===== src/include/adrt_pkg.sv =====
/*
  Shared constants for the converter result and timing register block:
  byte addresses, field positions, reset values, start codes and
  low-voltage conversion lengths.
  Assumes ref_clk is the peripheral hardware clock itself.
*/
package adrt_pkg;

  // Byte addresses on the internal memory bus
  localparam logic [15:0] ADRT_RESULT_ADDR = 16'hff08;
  localparam logic [15:0] ADRT_RESULT_HI_ADDR = 16'hff09;
  localparam logic [15:0] ADRT_RESULT_H8_ADDR = 16'hff1a;
  localparam logic [15:0] ADRT_TIMER0_ADDR = 16'hff16;
  localparam logic [15:0] ADRT_TIMER1_ADDR = 16'hff18;
  localparam logic [15:0] ADRT_MODE_ADDR = 16'hff28;
  localparam logic [15:0] ADRT_CHAN_ADDR = 16'hff0e;

  // Field positions in the mode register
  localparam int ADRT_RUN_BIT = 7;
  localparam int ADRT_TSEL_LSB = 3;
  localparam int ADRT_VMODE_LSB = 1;

  // Field positions in the channel select register
  localparam int ADRT_TRIG_LSB = 4;
  localparam int ADRT_CHAN_LSB = 0;
  localparam logic [7:0] ADRT_CHAN_MASK = 8'h3f;

  // Voltage mode code for low-voltage operation
  localparam logic [1:0] ADRT_VMODE_LOW = 2'h1;

  // Reset values
  localparam logic [9:0] ADRT_RESULT_RST = 10'h000;
  localparam logic [7:0] ADRT_REG8_RST = 8'h00;
  localparam logic [15:0] ADRT_RDATA_RST = 16'h0000;

  // Low-voltage conversion lengths in peripheral clock periods
  localparam logic [9:0] ADRT_CONV_T0 = 10'h210;
  localparam logic [9:0] ADRT_CONV_T1 = 10'h160;
  localparam logic [9:0] ADRT_CONV_T2 = 10'h108;
  localparam logic [9:0] ADRT_CONV_T3 = 10'h0b0;
  localparam logic [9:0] ADRT_CONV_T4 = 10'h084;
  localparam logic [9:0] ADRT_CONV_T5 = 10'h058;
  localparam logic [9:0] ADRT_CONV_T6 = 10'h042;
  localparam logic [9:0] ADRT_CONV_T7 = 10'h02c;
  localparam logic [9:0] ADRT_CNT_ONE = 10'h001;
  localparam logic [9:0] ADRT_CNT_ZERO = 10'h000;

  // Start method codes
  typedef enum logic [1:0] {
    ADRT_START_SOFT = 2'b00,
    ADRT_START_TMR0 = 2'b01,
    ADRT_START_TMR1 = 2'b10,
    ADRT_START_BAD = 2'b11
  } adrt_start_e;

  // Sequencer states
  typedef enum logic {
    ADRT_IDLE = 1'b0,
    ADRT_CONV = 1'b1
  } adrt_state_e;

  // Conversion length for a time-select code
  function automatic logic [9:0] adrt_conv_cycles(input logic [2:0] code);
    logic [9:0] len;
    len = ADRT_CONV_T0;
    unique case (code)
      3'h0: len = ADRT_CONV_T0;
      3'h1: len = ADRT_CONV_T1;
      3'h2: len = ADRT_CONV_T2;
      3'h3: len = ADRT_CONV_T3;
      3'h4: len = ADRT_CONV_T4;
      3'h5: len = ADRT_CONV_T5;
      3'h6: len = ADRT_CONV_T6;
      3'h7: len = ADRT_CONV_T7;
    endcase
    return len;
  endfunction

endpackage


===== src/rtl/adrt_result_regs.sv =====
/*
  Result registers, mode and channel registers and conversion sequencer
  of a 10-bit successive approximation converter.
  Assumes a single-cycle read or write strobe on the internal memory bus
  and a converter core that presents its approximation on sar_value.
*/
`timescale 1ns/100ps
module adrt_result_regs
  import adrt_pkg::*;
(
  // Clock and reset
  input wire logic ref_clk,
  input wire logic rst,
  // Internal memory bus
  input wire logic [15:0] bus_addr,
  input wire logic bus_rd,
  input wire logic bus_wr,
  input wire logic bus_wide,
  input wire logic [15:0] bus_wdata,
  output logic [15:0] bus_rdata,
  output logic bus_wait,
  output logic bus_ack,
  // Converter core
  input wire logic [9:0] sar_value,
  output logic sample_start,
  output logic conv_active,
  output logic [3:0] chan_sel,
  // Timer triggers
  input wire logic trigger_timer_0,
  input wire logic trigger_timer_1
);

  // Stored registers
  logic [9:0] conversion_result;
  logic [9:0] timer0_sync_result;
  logic [9:0] timer1_sync_result;

  // Configuration registers
  logic [7:0] converter_mode_register;
  logic [7:0] channel_select_register;

  // Sequencer state
  adrt_state_e state;
  adrt_state_e next_state;

  // Start selection
  adrt_start_e target;
  adrt_start_e start_method;
  logic conv_done;

  // Read pipeline
  logic rd_pending;
  logic [15:0] rd_addr;
  logic rd_wide;
  logic [15:0] next_rdata;

  // Mode fields
  wire run = converter_mode_register[ADRT_RUN_BIT];
  wire [2:0] time_sel = converter_mode_register[ADRT_TSEL_LSB +: 3];
  wire [1:0] volt_mode = converter_mode_register[ADRT_VMODE_LSB +: 2];
  wire mode_ok = (volt_mode == ADRT_VMODE_LOW);
  wire [9:0] conv_len = adrt_conv_cycles(time_sel);

  // Start method decode
  assign start_method = adrt_start_e'(channel_select_register[ADRT_TRIG_LSB +: 2]);
  wire start_soft = (start_method == ADRT_START_SOFT);
  wire start_t0 = (start_method == ADRT_START_TMR0) && trigger_timer_0;
  wire start_t1 = (start_method == ADRT_START_TMR1) && trigger_timer_1;
  wire start_req = run && mode_ok && (state == ADRT_IDLE) &&
                   (start_soft || start_t0 || start_t1);

  // Write decode; only mode and channel registers accept writes
  wire wr_byte = bus_wr && !bus_wide;
  wire wr_mode = wr_byte && (bus_addr == ADRT_MODE_ADDR);
  wire wr_chan = wr_byte && (bus_addr == ADRT_CHAN_ADDR);
  wire cfg_write = wr_mode || wr_chan;

  // A config write or a cleared run bit drops the running conversion
  wire abort = (state == ADRT_CONV) && (!run || cfg_write);
  wire capture = (state == ADRT_CONV) && conv_done && !abort;

  // Next sequencer state
  assign next_state = start_req ? ADRT_CONV :
                      (capture || abort) ? ADRT_IDLE : state;

  // Activity flag and read acceptance for the registered outputs
  wire next_active = (next_state == ADRT_CONV);
  wire rd_take = bus_rd && !rd_pending;

  // Read decode on the held address
  wire rd_res16 = rd_wide && (rd_addr == ADRT_RESULT_ADDR);
  wire rd_low8 = !rd_wide && (rd_addr == ADRT_RESULT_ADDR);
  wire rd_hi2 = !rd_wide && (rd_addr == ADRT_RESULT_HI_ADDR);
  wire rd_high8 = !rd_wide && (rd_addr == ADRT_RESULT_H8_ADDR);
  wire rd_t0 = rd_wide && (rd_addr == ADRT_TIMER0_ADDR);
  wire rd_t1 = rd_wide && (rd_addr == ADRT_TIMER1_ADDR);
  wire rd_mode = !rd_wide && (rd_addr == ADRT_MODE_ADDR);
  wire rd_chan = !rd_wide && (rd_addr == ADRT_CHAN_ADDR);

  // Register views as they appear on the bus
  wire [15:0] view_full = {6'h00, conversion_result};
  wire [15:0] view_low = {8'h00, conversion_result[7:0]};
  wire [15:0] view_hi2 = {14'h0000, conversion_result[9:8]};
  wire [15:0] view_high8 = {8'h00, conversion_result[9:2]};
  wire [15:0] view_t0 = {6'h00, timer0_sync_result};
  wire [15:0] view_t1 = {6'h00, timer1_sync_result};
  wire [15:0] view_mode = {8'h00, converter_mode_register};
  wire [15:0] view_chan = {8'h00, channel_select_register & ADRT_CHAN_MASK};

  // Read data select; unmapped addresses read zero
  assign next_rdata =
    rd_res16 ? view_full :
    rd_low8 ? view_low :
    rd_hi2 ? view_hi2 :
    rd_high8 ? view_high8 :
    rd_t0 ? view_t0 :
    rd_t1 ? view_t1 :
    rd_mode ? view_mode :
    rd_chan ? view_chan :
    ADRT_RDATA_RST;

  // Conversion timer
  adrt_conv_timer u_timer (
    .ref_clk(ref_clk),
    .rst(rst),
    .load(start_req),
    .abort(abort),
    .len(conv_len),
    .done(conv_done)
  );

  // Mode and channel registers
  always_ff @(posedge ref_clk or posedge rst) begin
    if (rst) begin
      converter_mode_register <= ADRT_REG8_RST;
      channel_select_register <= ADRT_REG8_RST;
    end else begin
      if (wr_mode) begin
        converter_mode_register <= bus_wdata[7:0];
      end
      if (wr_chan) begin
        channel_select_register <= bus_wdata[7:0] & ADRT_CHAN_MASK;
      end
    end
  end

  // Sequencer, target latch and core strobes
  always_ff @(posedge ref_clk or posedge rst) begin
    if (rst) begin
      state <= ADRT_IDLE;
      target <= ADRT_START_SOFT;
      sample_start <= 1'b0;
      conv_active <= 1'b0;
      chan_sel <= 4'h0;
    end else begin
      state <= next_state;
      sample_start <= start_req;
      conv_active <= next_active;
      chan_sel <= channel_select_register[ADRT_CHAN_LSB +: 4];
      if (start_req) begin
        target <= start_method;
      end
    end
  end

  // Result capture; bus writes never reach these registers
  always_ff @(posedge ref_clk or posedge rst) begin
    if (rst) begin
      conversion_result <= ADRT_RESULT_RST;
      timer0_sync_result <= ADRT_RESULT_RST;
      timer1_sync_result <= ADRT_RESULT_RST;
    end else if (capture) begin
      unique case (target)
        ADRT_START_TMR0: timer0_sync_result <= sar_value;
        ADRT_START_TMR1: timer1_sync_result <= sar_value;
        default: conversion_result <= sar_value;
      endcase
    end
  end

  // Read with one wait cycle before the data
  always_ff @(posedge ref_clk or posedge rst) begin
    if (rst) begin
      rd_pending <= 1'b0;
      rd_addr <= ADRT_RDATA_RST;
      rd_wide <= 1'b0;
      bus_wait <= 1'b0;
      bus_ack <= 1'b0;
      bus_rdata <= ADRT_RDATA_RST;
    end else begin
      bus_ack <= rd_pending;
      if (rd_pending) begin
        rd_pending <= 1'b0;
        bus_wait <= 1'b0;
        bus_rdata <= next_rdata;
      end else if (rd_take) begin
        rd_pending <= 1'b1;
        bus_wait <= 1'b1;
        rd_addr <= bus_addr;
        rd_wide <= bus_wide;
      end
    end
  end

endmodule // adrt_result_regs


===== src/rtl/adrt_conv_timer.sv =====
/*
  Down counter that times one conversion and pulses done at its end.
  Assumes load and abort come from the sequencer on the same clock.
*/
`timescale 1ns/100ps
module adrt_conv_timer
  import adrt_pkg::*;
(
  // Clock and reset
  input wire logic ref_clk,
  input wire logic rst,
  // Control
  input wire logic load,
  input wire logic abort,
  input wire logic [9:0] len,
  // Status
  output logic done
);

  logic [9:0] cnt;
  logic [9:0] next_cnt;
  logic next_done;

  // Reload, stop on abort, else count down to zero
  assign next_cnt = load ? len :
                    (abort || cnt == ADRT_CNT_ZERO) ? ADRT_CNT_ZERO :
                    cnt - ADRT_CNT_ONE;
  assign next_done = (cnt == ADRT_CNT_ONE) && !abort && !load;

  // Counter and end pulse
  always_ff @(posedge ref_clk or posedge rst) begin
    if (rst) begin
      cnt <= ADRT_CNT_ZERO;
      done <= 1'b0;
    end else begin
      cnt <= next_cnt;
      done <= next_done;
    end
  end

endmodule // adrt_conv_timer


===== config.mk =====
export PLATFORM = sky130hd
export DESIGN_NAME = adrt_result_regs
export DESIGN_NICKNAME = d
export VERILOG_FILES = /design/src/include/adrt_pkg.sv /design/src/rtl/adrt_result_regs.sv /design/src/rtl/adrt_conv_timer.sv
export SDC_FILE = /design/constraint.sdc
export NUM_CORES = 1
export LEC_CHECK = 0
export BUFFER_PORTS_ARGS = -buffer_cell sky130_fd_sc_hd__buf_2
export CAP_MARGIN = 20
export CORE_MARGIN = 8
export CORE_UTILIZATION = 45
export CTS_BUF_LIST = sky130_fd_sc_hd__clkbuf_4 sky130_fd_sc_hd__clkbuf_8
export DETAILED_ROUTE_END_ITERATION = 12
export HOLD_SLACK_MARGIN = 0.15
export PLACE_DENSITY_LB_ADDON = 0.25
export SETUP_SLACK_MARGIN = 0.02
export SYNTH_ARGS = -nofsm -noshare
export SYNTH_HDL_FRONTEND = slang
export SYNTH_SLANG_ARGS = --single-unit

===== constraint.sdc =====
create_clock -name ref_clk -period 2.7 [get_ports ref_clk]
set_clock_uncertainty 0.15 [all_clocks]
set_input_delay 0.135 -clock ref_clk [delete_from_list [all_inputs] [get_ports ref_clk]]
set_output_delay 0.135 -clock ref_clk [all_outputs]
set_load 0.01 [all_outputs]

Yosys cells after proc, flatten, opt, wreduce, memory -nomap -nowiden

Memory sizes are Yosys's and may differ from the RTL's.
Cells that the tools add are included.

Flip-flop bits (word level): 99
ROM bits: 72
Input port bits: 49
Output and inout port bits: 24
Memories: 1

Add/subtract/negate cells: 1
Equality and inequality tests: 15
Multiplexer cells: 16
Bitwise operators: 3
Reduce and logical (&&, ||, !) cells: 43

Memories:

| name            | words | bits a word | read ports | clocked after memory_dff | write ports | line           | source |
|---|---|---|---|---|---|---|---|
| (no name shown) | 8     | 9           | 1          | 0                        | 0           | adrt_pkg.sv:66 | `unique case (code)` |

Operators with widths:

| kind                                                                   | count |
|---|---|
| 16-bit equality test, second input constant                            | 9 |
| 10-bit two-way mux                                                     | 8 |
| 1-bit logical AND                                                      | 22 |
| 10-bit by 1-bit equality test with 1-bit output, second input constant | 1 |
| 10-bit zero test                                                       | 1 |
| 10-bit by 1-bit subtractor with 10-bit output, second input constant   | 1 |
| 8-bit two-way mux                                                      | 1 |
| 2-bit AND reduction                                                    | 4 |
| 2-bit by 1-bit equality test with 1-bit output, second input constant  | 3 |
| 1-bit zero test                                                        | 6 |
| 1-bit logical OR                                                       | 6 |
| 1-bit two-way mux                                                      | 6 |
| 6-bit two-way mux                                                      | 1 |
| 2-bit equality test, second input constant                             | 2 |
| 2-bit nonzero test                                                     | 2 |
| 1-bit NOT                                                              | 3 |
| 2-bit zero test                                                        | 1 |
| 2-bit OR reduction                                                     | 1 |

Depth between registers and ports, before layout

Gate-level depths: netlist of run 1.

Depth in word-level cells: 11
Depth in mapped cells: 7

Modules after synthesis

Synthesis of run 1 repeated with hierarchy kept, for this count alone.

Cells, all modules: 393
Area total of the unflattened synthesis: 4539.4 um^2

By module, submodules not included:

| module           | times used | cells an instance | area an instance (um^2) | sequential area each (um^2) |
|---|---|---|---|---|
| adrt_result_regs | 1          | 331               | 3923.8                  | 2052.0 |
| adrt_conv_timer  | 1          | 62                | 615.6                   | 275.3 |

Least setup slack after synthesis of run 1

OpenSTA, ideal clock, no wires.

Kind: register -> register
From: register rd_addr[5]
To: register bus_rdata[3]
Setup time: 132 ps
Arrival: 1918 ps
Data required time: 2418 ps
Slack: 499 ps
Stages on the path, launching flop included: 6
Path buffers: 0
Cells stage by stage: dfrtp_1 -> or4b_4 -> or4_4 -> or2_1 -> o21bai_1 -> a32oi_1

Longest elaborated chain between the ends: 10

RTL lines:

| item                   | line                    | source |
|---|---|---|
| start, declared        | adrt_result_regs.sv:53  | `logic [15:0] rd_addr;` |
| start signal, assigned | adrt_result_regs.sv:199 | `rd_addr <= bus_addr;` |
| 16-bit equality test   | adrt_result_regs.sv:98  | `wire rd_chan = !rd_wide && (rd_addr == ADRT_CHAN_ADDR);` |
| 1-bit logical AND      | adrt_result_regs.sv:98  |  |
| 6-bit two-way mux      | adrt_result_regs.sv:119 | `rd_chan ? view_chan :` |
| 8-bit two-way mux      | adrt_result_regs.sv:118 | `rd_mode ? view_mode :` |
| 10-bit two-way mux     | adrt_result_regs.sv:117 | `rd_t1 ? view_t1 :` |
| 10-bit two-way mux     | adrt_result_regs.sv:116 | `rd_t0 ? view_t0 :` |
| 10-bit two-way mux     | adrt_result_regs.sv:115 | `rd_high8 ? view_high8 :` |
| 10-bit two-way mux     | adrt_result_regs.sv:114 | `rd_hi2 ? view_hi2 :` |
| 10-bit two-way mux     | adrt_result_regs.sv:113 | `rd_low8 ? view_low :` |
| 10-bit two-way mux (*) | adrt_result_regs.sv:112 | `rd_res16 ? view_full :` |
| end signal, assigned   | adrt_result_regs.sv:195 | `bus_rdata <= next_rdata;` |
| end, declared          | adrt_result_regs.sv:20  | `output logic [15:0] bus_rdata,` |

Every way passes the cells marked *; elsewhere a longest branch is shown, timed or not.
A chain may end at the register's enable or synchronous reset.

Worst setup path after layout of run 1

From: input port bus_addr[0]
To: register conversion_result[1]

Longest elaborated chain between the ends: 8

RTL lines:

| item                                     | line                                           | source |
|---|---|---|
| start, declared                          | adrt_result_regs.sv:15                         | `input wire logic [15:0] bus_addr,` |
| 16-bit equality test (on tied branches)  | adrt_result_regs.sv:74, adrt_result_regs.sv:75 |  |
| 1-bit logical AND (on tied branches)     | adrt_result_regs.sv:74, adrt_result_regs.sv:75 |  |
| 1-bit logical OR (*)                     | adrt_result_regs.sv:76                         | `wire cfg_write = wr_mode \|\| wr_chan;` |
| 1-bit logical OR (*)                     | adrt_result_regs.sv:79                         | `wire abort = (state == ADRT_CONV) && (!run \|\| cfg_write);` |
| 1-bit logical AND (*)                    | adrt_result_regs.sv:79                         |  |
| 1-bit zero test (*)                      | adrt_result_regs.sv:80                         | `wire capture = (state == ADRT_CONV) && conv_done && !abort;` |
| 1-bit logical AND (*)                    | adrt_result_regs.sv:80                         |  |
| 2-bit AND reduction (no source line) (*) | -                                              |  |
| end signal, assigned                     | adrt_result_regs.sv:176                        | `default: conversion_result <= sar_value;` |
| end, declared                            | adrt_result_regs.sv:34                         | `logic [9:0] conversion_result;` |

Marks and branches as above.

==> results of run 1 <==
[area by class of cell]
class | instances | area (sq um)
inverters | 15 | 60.1
repair buffers | 102 | 726
well taps | 133 | 166
clock inverters | 3 | 68.8
flip-flops and latches | 93 | 2330
clock buffers | 13 | 160
fillers | 840 | 4190
multi-input cells | 257 | 2040
[registers in the layout, summed over array words and instances (netlist names)]
signal / count
rd_addr: 16
bus_rdata: 10
conversion_result: 10
timer0_sync_result: 10
timer1_sync_result: 10
u_timer.cnt: 10
converter_mode_register: 8
channel_select_register: 6
chan_sel: 4
target: 2
bus_ack: 1
bus_wait: 1
rd_pending: 1
rd_wide: 1
sample_start: 1
state: 1
u_timer.done: 1
[stage by stage]
stage | hold slack, ps | utilization | cells
finish | 296 | 0.570 | 616
global route | 310 | 0.570 | 616
CTS | 297 | 0.570 | 616
detailed placement | 177 | 0.508 | 563
global placement | 166 | 0.508 | 563
floorplan | 115 | - | 385
[routing by layer]
layer  wire length, um  part of all wire
met5                 0                 0
met4               145             0.013
met3               643             0.059
met2              5240              0.48
met1              4790              0.44
[cells in the mapped netlist, types with 7 or more instances]
cell type / instances / area (sq um)
inv_1: 14 / 52.6
o21ai_0: 16 / 80.1
and3_1: 7 / 43.8
clkbuf_1: 8 / 30.0
nand3_1: 13 / 65.1
mux2_2: 55 / 619
o22ai_1: 7 / 43.8
a21oi_1: 8 / 40.0
a221oi_1: 7 / 61.3
ha_1: 8 / 100
xnor2_1: 7 / 61.3
dfrtp_1: 93 / 2330
nor2_1: 22 / 82.6
nand2_1: 10 / 37.5
[where the power goes]
group	switching [uW]	internal, uW
clock	475	581
combinational	255	250
sequential	115	1520
[worst max-delay path: stages]
cell,delay [ps]
dlygate4sd3_1,530
buf_2,130
or4b_4,540
nor4_4,320
a21oi_1,180
and3_1,430
mux2_2,360
[cells by family (layout without fill, tap and decap cells)]
family / Yosys count / count (layout) / synth area share
buffers and inverters: 35 / 133 / 0.0358
flip-flops: 93 / 93 / 0.517
adder cells (fa/ha/maj): 8 / 8 / 0.0222
AND/OR/NAND/NOR: 98 / 98 / 0.132
multiplexers: 65 / 65 / 0.166
XOR/XNOR: 8 / 8 / 0.0156
other: 1 / 6 / 0.000832
AO/OA/AOI/OAI: 72 / 72 / 0.111
[worst max path at each step]
| stage | slack, ps | endpoint | depth (start not counted) |
|---|---|---|---|
| floorplan | 500 | bus_rdata[3]$_DFFE_PP0P_ | 5 |
| global placement | 350 | conversion_result[4]$_DFFE_PP0P_ | 6 |
| detailed placement | 330 | conversion_result[4]$_DFFE_PP0P_ | 6 |
| CTS | 170 | conversion_result[9]$_DFFE_PP0P_ | 7 |
| global route | 50 | timer0_sync_result[6]$_DFFE_PP0P_ | 7 |
| finish | 150 | conversion_result[1]$_DFFE_PP0P_ | 7 |
==> flow_summary.json, run 1 <==
{
  "status": "completed",
  "r2r_setup_slack_ps": 320,
  "met3_usage": 0.0406,
  "die_x_um": 116,
  "io_pins": 73,
  "stdcell_area_sq_mm": 0.00554,
  "grt_max_degree": 94,
  "via_count": 3357,
  "synth_seq_cells": 93,
  "dieArea_sq_mm": 0.0135,
  "final_cell_mix": "dfrtp_1 (93), buf_2 (58), mux2_2 (55)",
  "firstDrtPassIters": 5,
  "cts_resized": 0,
  "totalWireLength_um": 10800,
  "path_class": "input pin to register",
  "initial_core_util": 0.463,
  "setup_tns_ps": 0,
  "num_rows": 36,
  "ys_async_sr_fraction": 1.00,
  "ctsHoldBuffers": 37,
  "antenna_found_initial": 0,
  "routedWlPerCell_um": 17.6,
  "avgSynthCellArea_sq_um": 11.9,
  "dieHeight_um": 116,
  "io_buffer_count": 58,
  "total_power_uw": 3200,
  "clk_path_buf_depth": 2,
  "slew_violations": 0,
  "cts.reportedPaths.clkPinSlew_ps": 90,
  "cp_max_fo": 10,
  "drt-vias-per-instance": 5.45,
  "final_layout_size_suffix_gt1_frac": 0.323,
  "crit_required_ps": 2790,
  "n_antenna_cell": 0,
  "core_area_sq_mm": 0.00973,
  "synth_cell_type_count": 59,
  "rsz0062_at_grt": "no",
  "p_per_area_mw_per_mm2": 577,
  "use_met1": 0.215,
  "grt.busiest_layer": "met2",
  "max_freq_ghz": 0.393,
  "p_leak_uw": 0.00255,
  "final_hold_viol_count": 0,
  "worst_pin_slew_ps": 829,
  "ys.flop_type": "dfrtp_1",
  "nNetsFinal": 535,
  "area_growth_pct": 23.0,
  "max_cap_viol_count": 0,
  "final.period_utilization": 0.943,
  "gr-total-overflow": 0,
  "min_period_ps": 2550,
  "critPathArrivalTime_ps": 2640,
  "cts-root-buf": "clkbuf_8",
  "pre_cts_ws_ps": 334,
  "yosysSeqAreaShare": 0.517,
  "layout_setup_ws_ps": 153,
  "grtUsageTotal": 0.170,
  "synth_area_sq_mm": 0.00451,
  "cp-startpoint": "bus_addr[0]",
  "grt_first_pass_wirelength_um": 17900,
  "ir_drop_uv": 299,
  "setup-violations-final": 0,
  "slew_headroom": 0.447,
  "cts_tree": "done",
  "placed_cell_area_sq_mm": 0.00494,
  "clkSinkCount": 93,
  "drt-initial-drc-count": 181,
  "postCtsSetupBuffers": 0,
  "end_kind": "register",
  "final_common_cell": "dfrtp_1",
  "timing.rr.end": "bus_rdata[5]$_DFFE_PP0P_",
  "cts_made_buffers": 9,
  "yosysWarningCount": 0,
  "r2r_cells": 5,
  "clk_latency_ps": 360,
  "hold_path.class": "input pin to async pin",
  "netlist_instances": 380,
  "met2_usage": 0.283,
  "grt_pass1_vias": 3493,
  "final_antenna_net_count": 0,
  "hpwl_um": 7620,
  "gp_congestion": 0.882,
  "r2r-start": "rd_addr[0]$_DFFE_PP0P_",
  "synth_edf_count": 0,
  "drc_errors": 0,
  "cts_max_level": 3,
  "crit_path_start_kind": "input pin"
}
(Power assumes the default switching activity.)
==> inputs of run 2 (changes only) <==
Settings changed: BUFFER_PORTS_ARGS -buffer_cell sky130_fd_sc_hd__buf_2 to unset, DONT_BUFFER_PORTS set to 1.
==> flow_summary.json, run 2 (synthesized netlist as in run 1, its figures left out) <==
{
  "area_growth_pct": 17.3,
  "core_area_sq_mm": 0.00973,
  "final_layout_size_suffix_gt1_frac": 0.232,
  "r2r_cells": 5,
  "cp-startpoint": "rd_addr[0]$_DFFE_PP0P_",
  "cts-root-buf": "clkbuf_8",
  "path_class": "register to register",
  "grt_pass1_vias": 3421,
  "hold_path.class": "input pin to async pin",
  "cp_slowest_cell": "or4b_1",
  "max_freq_ghz": 0.416,
  "cts_max_level": 3,
  "gr-total-overflow": 0,
  "crit_path_start_kind": "register",
  "worstPathCellList": "or4b_1 > or3_1 > nor2_1 > a221oi_1 > a22oi_1",
  "antenna_found_initial": 0,
  "critPathMaxStageDelay_ps": 680,
  "clk_path_buf_depth": 2,
  "slew_headroom": 0.455,
  "drc_errors": 0,
  "routedWlPerCell_um": 19.0,
  "total_power_uw": 3220,
  "cts_resized": 0,
  "largest_register": "rd_addr",
  "end_kind": "register",
  "setup-violations-final": 0,
  "firstDrtPassIters": 5,
  "nNetsFinal": 479,
  "status": "completed",
  "totalWireLength_um": 10600,
  "die_x_um": 116,
  "gp_congestion": 0.887,
  "p_per_area_mw_per_mm2": 609,
  "r2r-start": "rd_addr[0]$_DFFE_PP0P_",
  "p_leak_uw": 0.00231,
  "largest_register_ffs": 16,
  "regArea_sq_mm": 0.00233,
  "cp_max_fo": 7,
  "final_hold_viol_count": 0,
  "dieHeight_um": 116,
  "timing.rr.end": "bus_rdata[5]$_DFFE_PP0P_",
  "io_buffer_count": 0,
  "final_common_cell": "dfrtp_1",
  "multiInputGateArea_sq_mm": 0.00204,
  "n_antenna_cell": 0,
  "placed_cell_area_sq_mm": 0.00466,
  "drt-initial-drc-count": 175,
  "cts.reportedPaths.clkPinSlew_ps": 90,
  "initial_core_util": 0.463,
  "final.period_utilization": 0.890,
  "clkSinkCount": 93,
  "nFillCells": 886,
  "pre_cts_ws_ps": 343,
  "setup_tns_ps": 0,
  "crit_required_ps": 2830,
  "final_cell_mix": "dfrtp_1 (93), mux2_2 (55), dlygate4sd3_1 (38)",
  "rsz0062_at_grt": "no",
  "stdcell_area_sq_mm": 0.00529,
  "cts_tree": "done",
  "final_antenna_net_count": 0,
  "grt_max_degree": 42,
  "via_count": 3154,
  "r2r_setup_slack_ps": 300,
  "io_pins": 73,
  "hpwl_um": 7600,
  "layout_setup_ws_ps": 296,
  "cts_made_buffers": 9,
  "critPathArrivalTime_ps": 2530,
  "ir_drop_uv": 318,
  "drt-vias-per-instance": 5.63,
  "num_rows": 36,
  "clk_latency_ps": 370,
  "grtUsageTotal": 0.172,
  "dieArea_sq_mm": 0.0135,
  "grt_first_pass_wirelength_um": 17700,
  "worst_pin_slew_ps": 818,
  "slew_violations": 0,
  "crit_end": "bus_rdata[5]$_DFFE_PP0P_",
  "min_period_ps": 2400,
  "max_cap_viol_count": 0
}
==> run 2: cell count changes in the layout (fill, tap and decap cells not counted), sizes merged <==
cell         previous run  this run
bufinv                  2         3
clkinvlp                1         2
dlygate4sd3            37        38
clkinv                  2         3
clkbuf                 13        10
buf                    65         8
==> run 2: through the flow <==
stage / cells / util / hold WS, ps
finish: 560 / 0.543 / 174
detailed placement: 506 / 0.479 / -110
global route: 560 / 0.543 / 192
floorplan: 385 / - / 115
CTS: 560 / 0.543 / 172
global placement: 506 / 0.479 / -108
==> run 2: how the worst min path moves through the flow <==
stage | from | end | slack [ps]
5_1_grt | trigger_timer_1 | u_timer.cnt[7]$_DFF_PP0_ | 190
6_report | rst | timer0_sync_result[0]$_DFFE_PP0P_ | 170
3_3_place_gp | rst | chan_sel[1]$_DFF_PP0_ | -110
4_1_cts | trigger_timer_1 | u_timer.cnt[6]$_DFF_PP0_ | 170
3_5_place_dp | rst | chan_sel[0]$_DFF_PP0_ | -110
2_1_floorplan | bus_rd | bus_wait$_DFFE_PP0P_ | 110
==> run 2: layer usage <==
metal / global-route usage / part of all wire
met4: 0.0631 / 0.016
met1: 0.207 / 0.43
met2: 0.283 / 0.48
met3: 0.0552 / 0.076
met5: 0 / 0
==> run 2: critical path, delay by kind of cell, from the launching register on <==
family | cells | cell delay [ps]
AO/OA/AOI/OAI | 2 | 330
flip-flops | 1 | 430
AND/OR/NAND/NOR | 3 | 1410
==> run 2: report_power, final <==
part           switching (uW)  internal [uW]
clock                     487            625
combinational             230            224
sequential                127           1520
==> run 2: area by class of cell <==
cell class / count / area share
clock inverter: 6 / 0.0211
tap: 133 / 0.0315
timing repair buffer: 46 / 0.0857
sequential: 93 / 0.440
inverter: 15 / 0.0114
multi-input combinational: 257 / 0.385
clock buffer: 10 / 0.0249
==> run 2: repair_timing <==
action	4_1_cts	5_1_grt
endpoints found under the hold margin	157	0
setup buffers	0	0
hold buffers	38	0
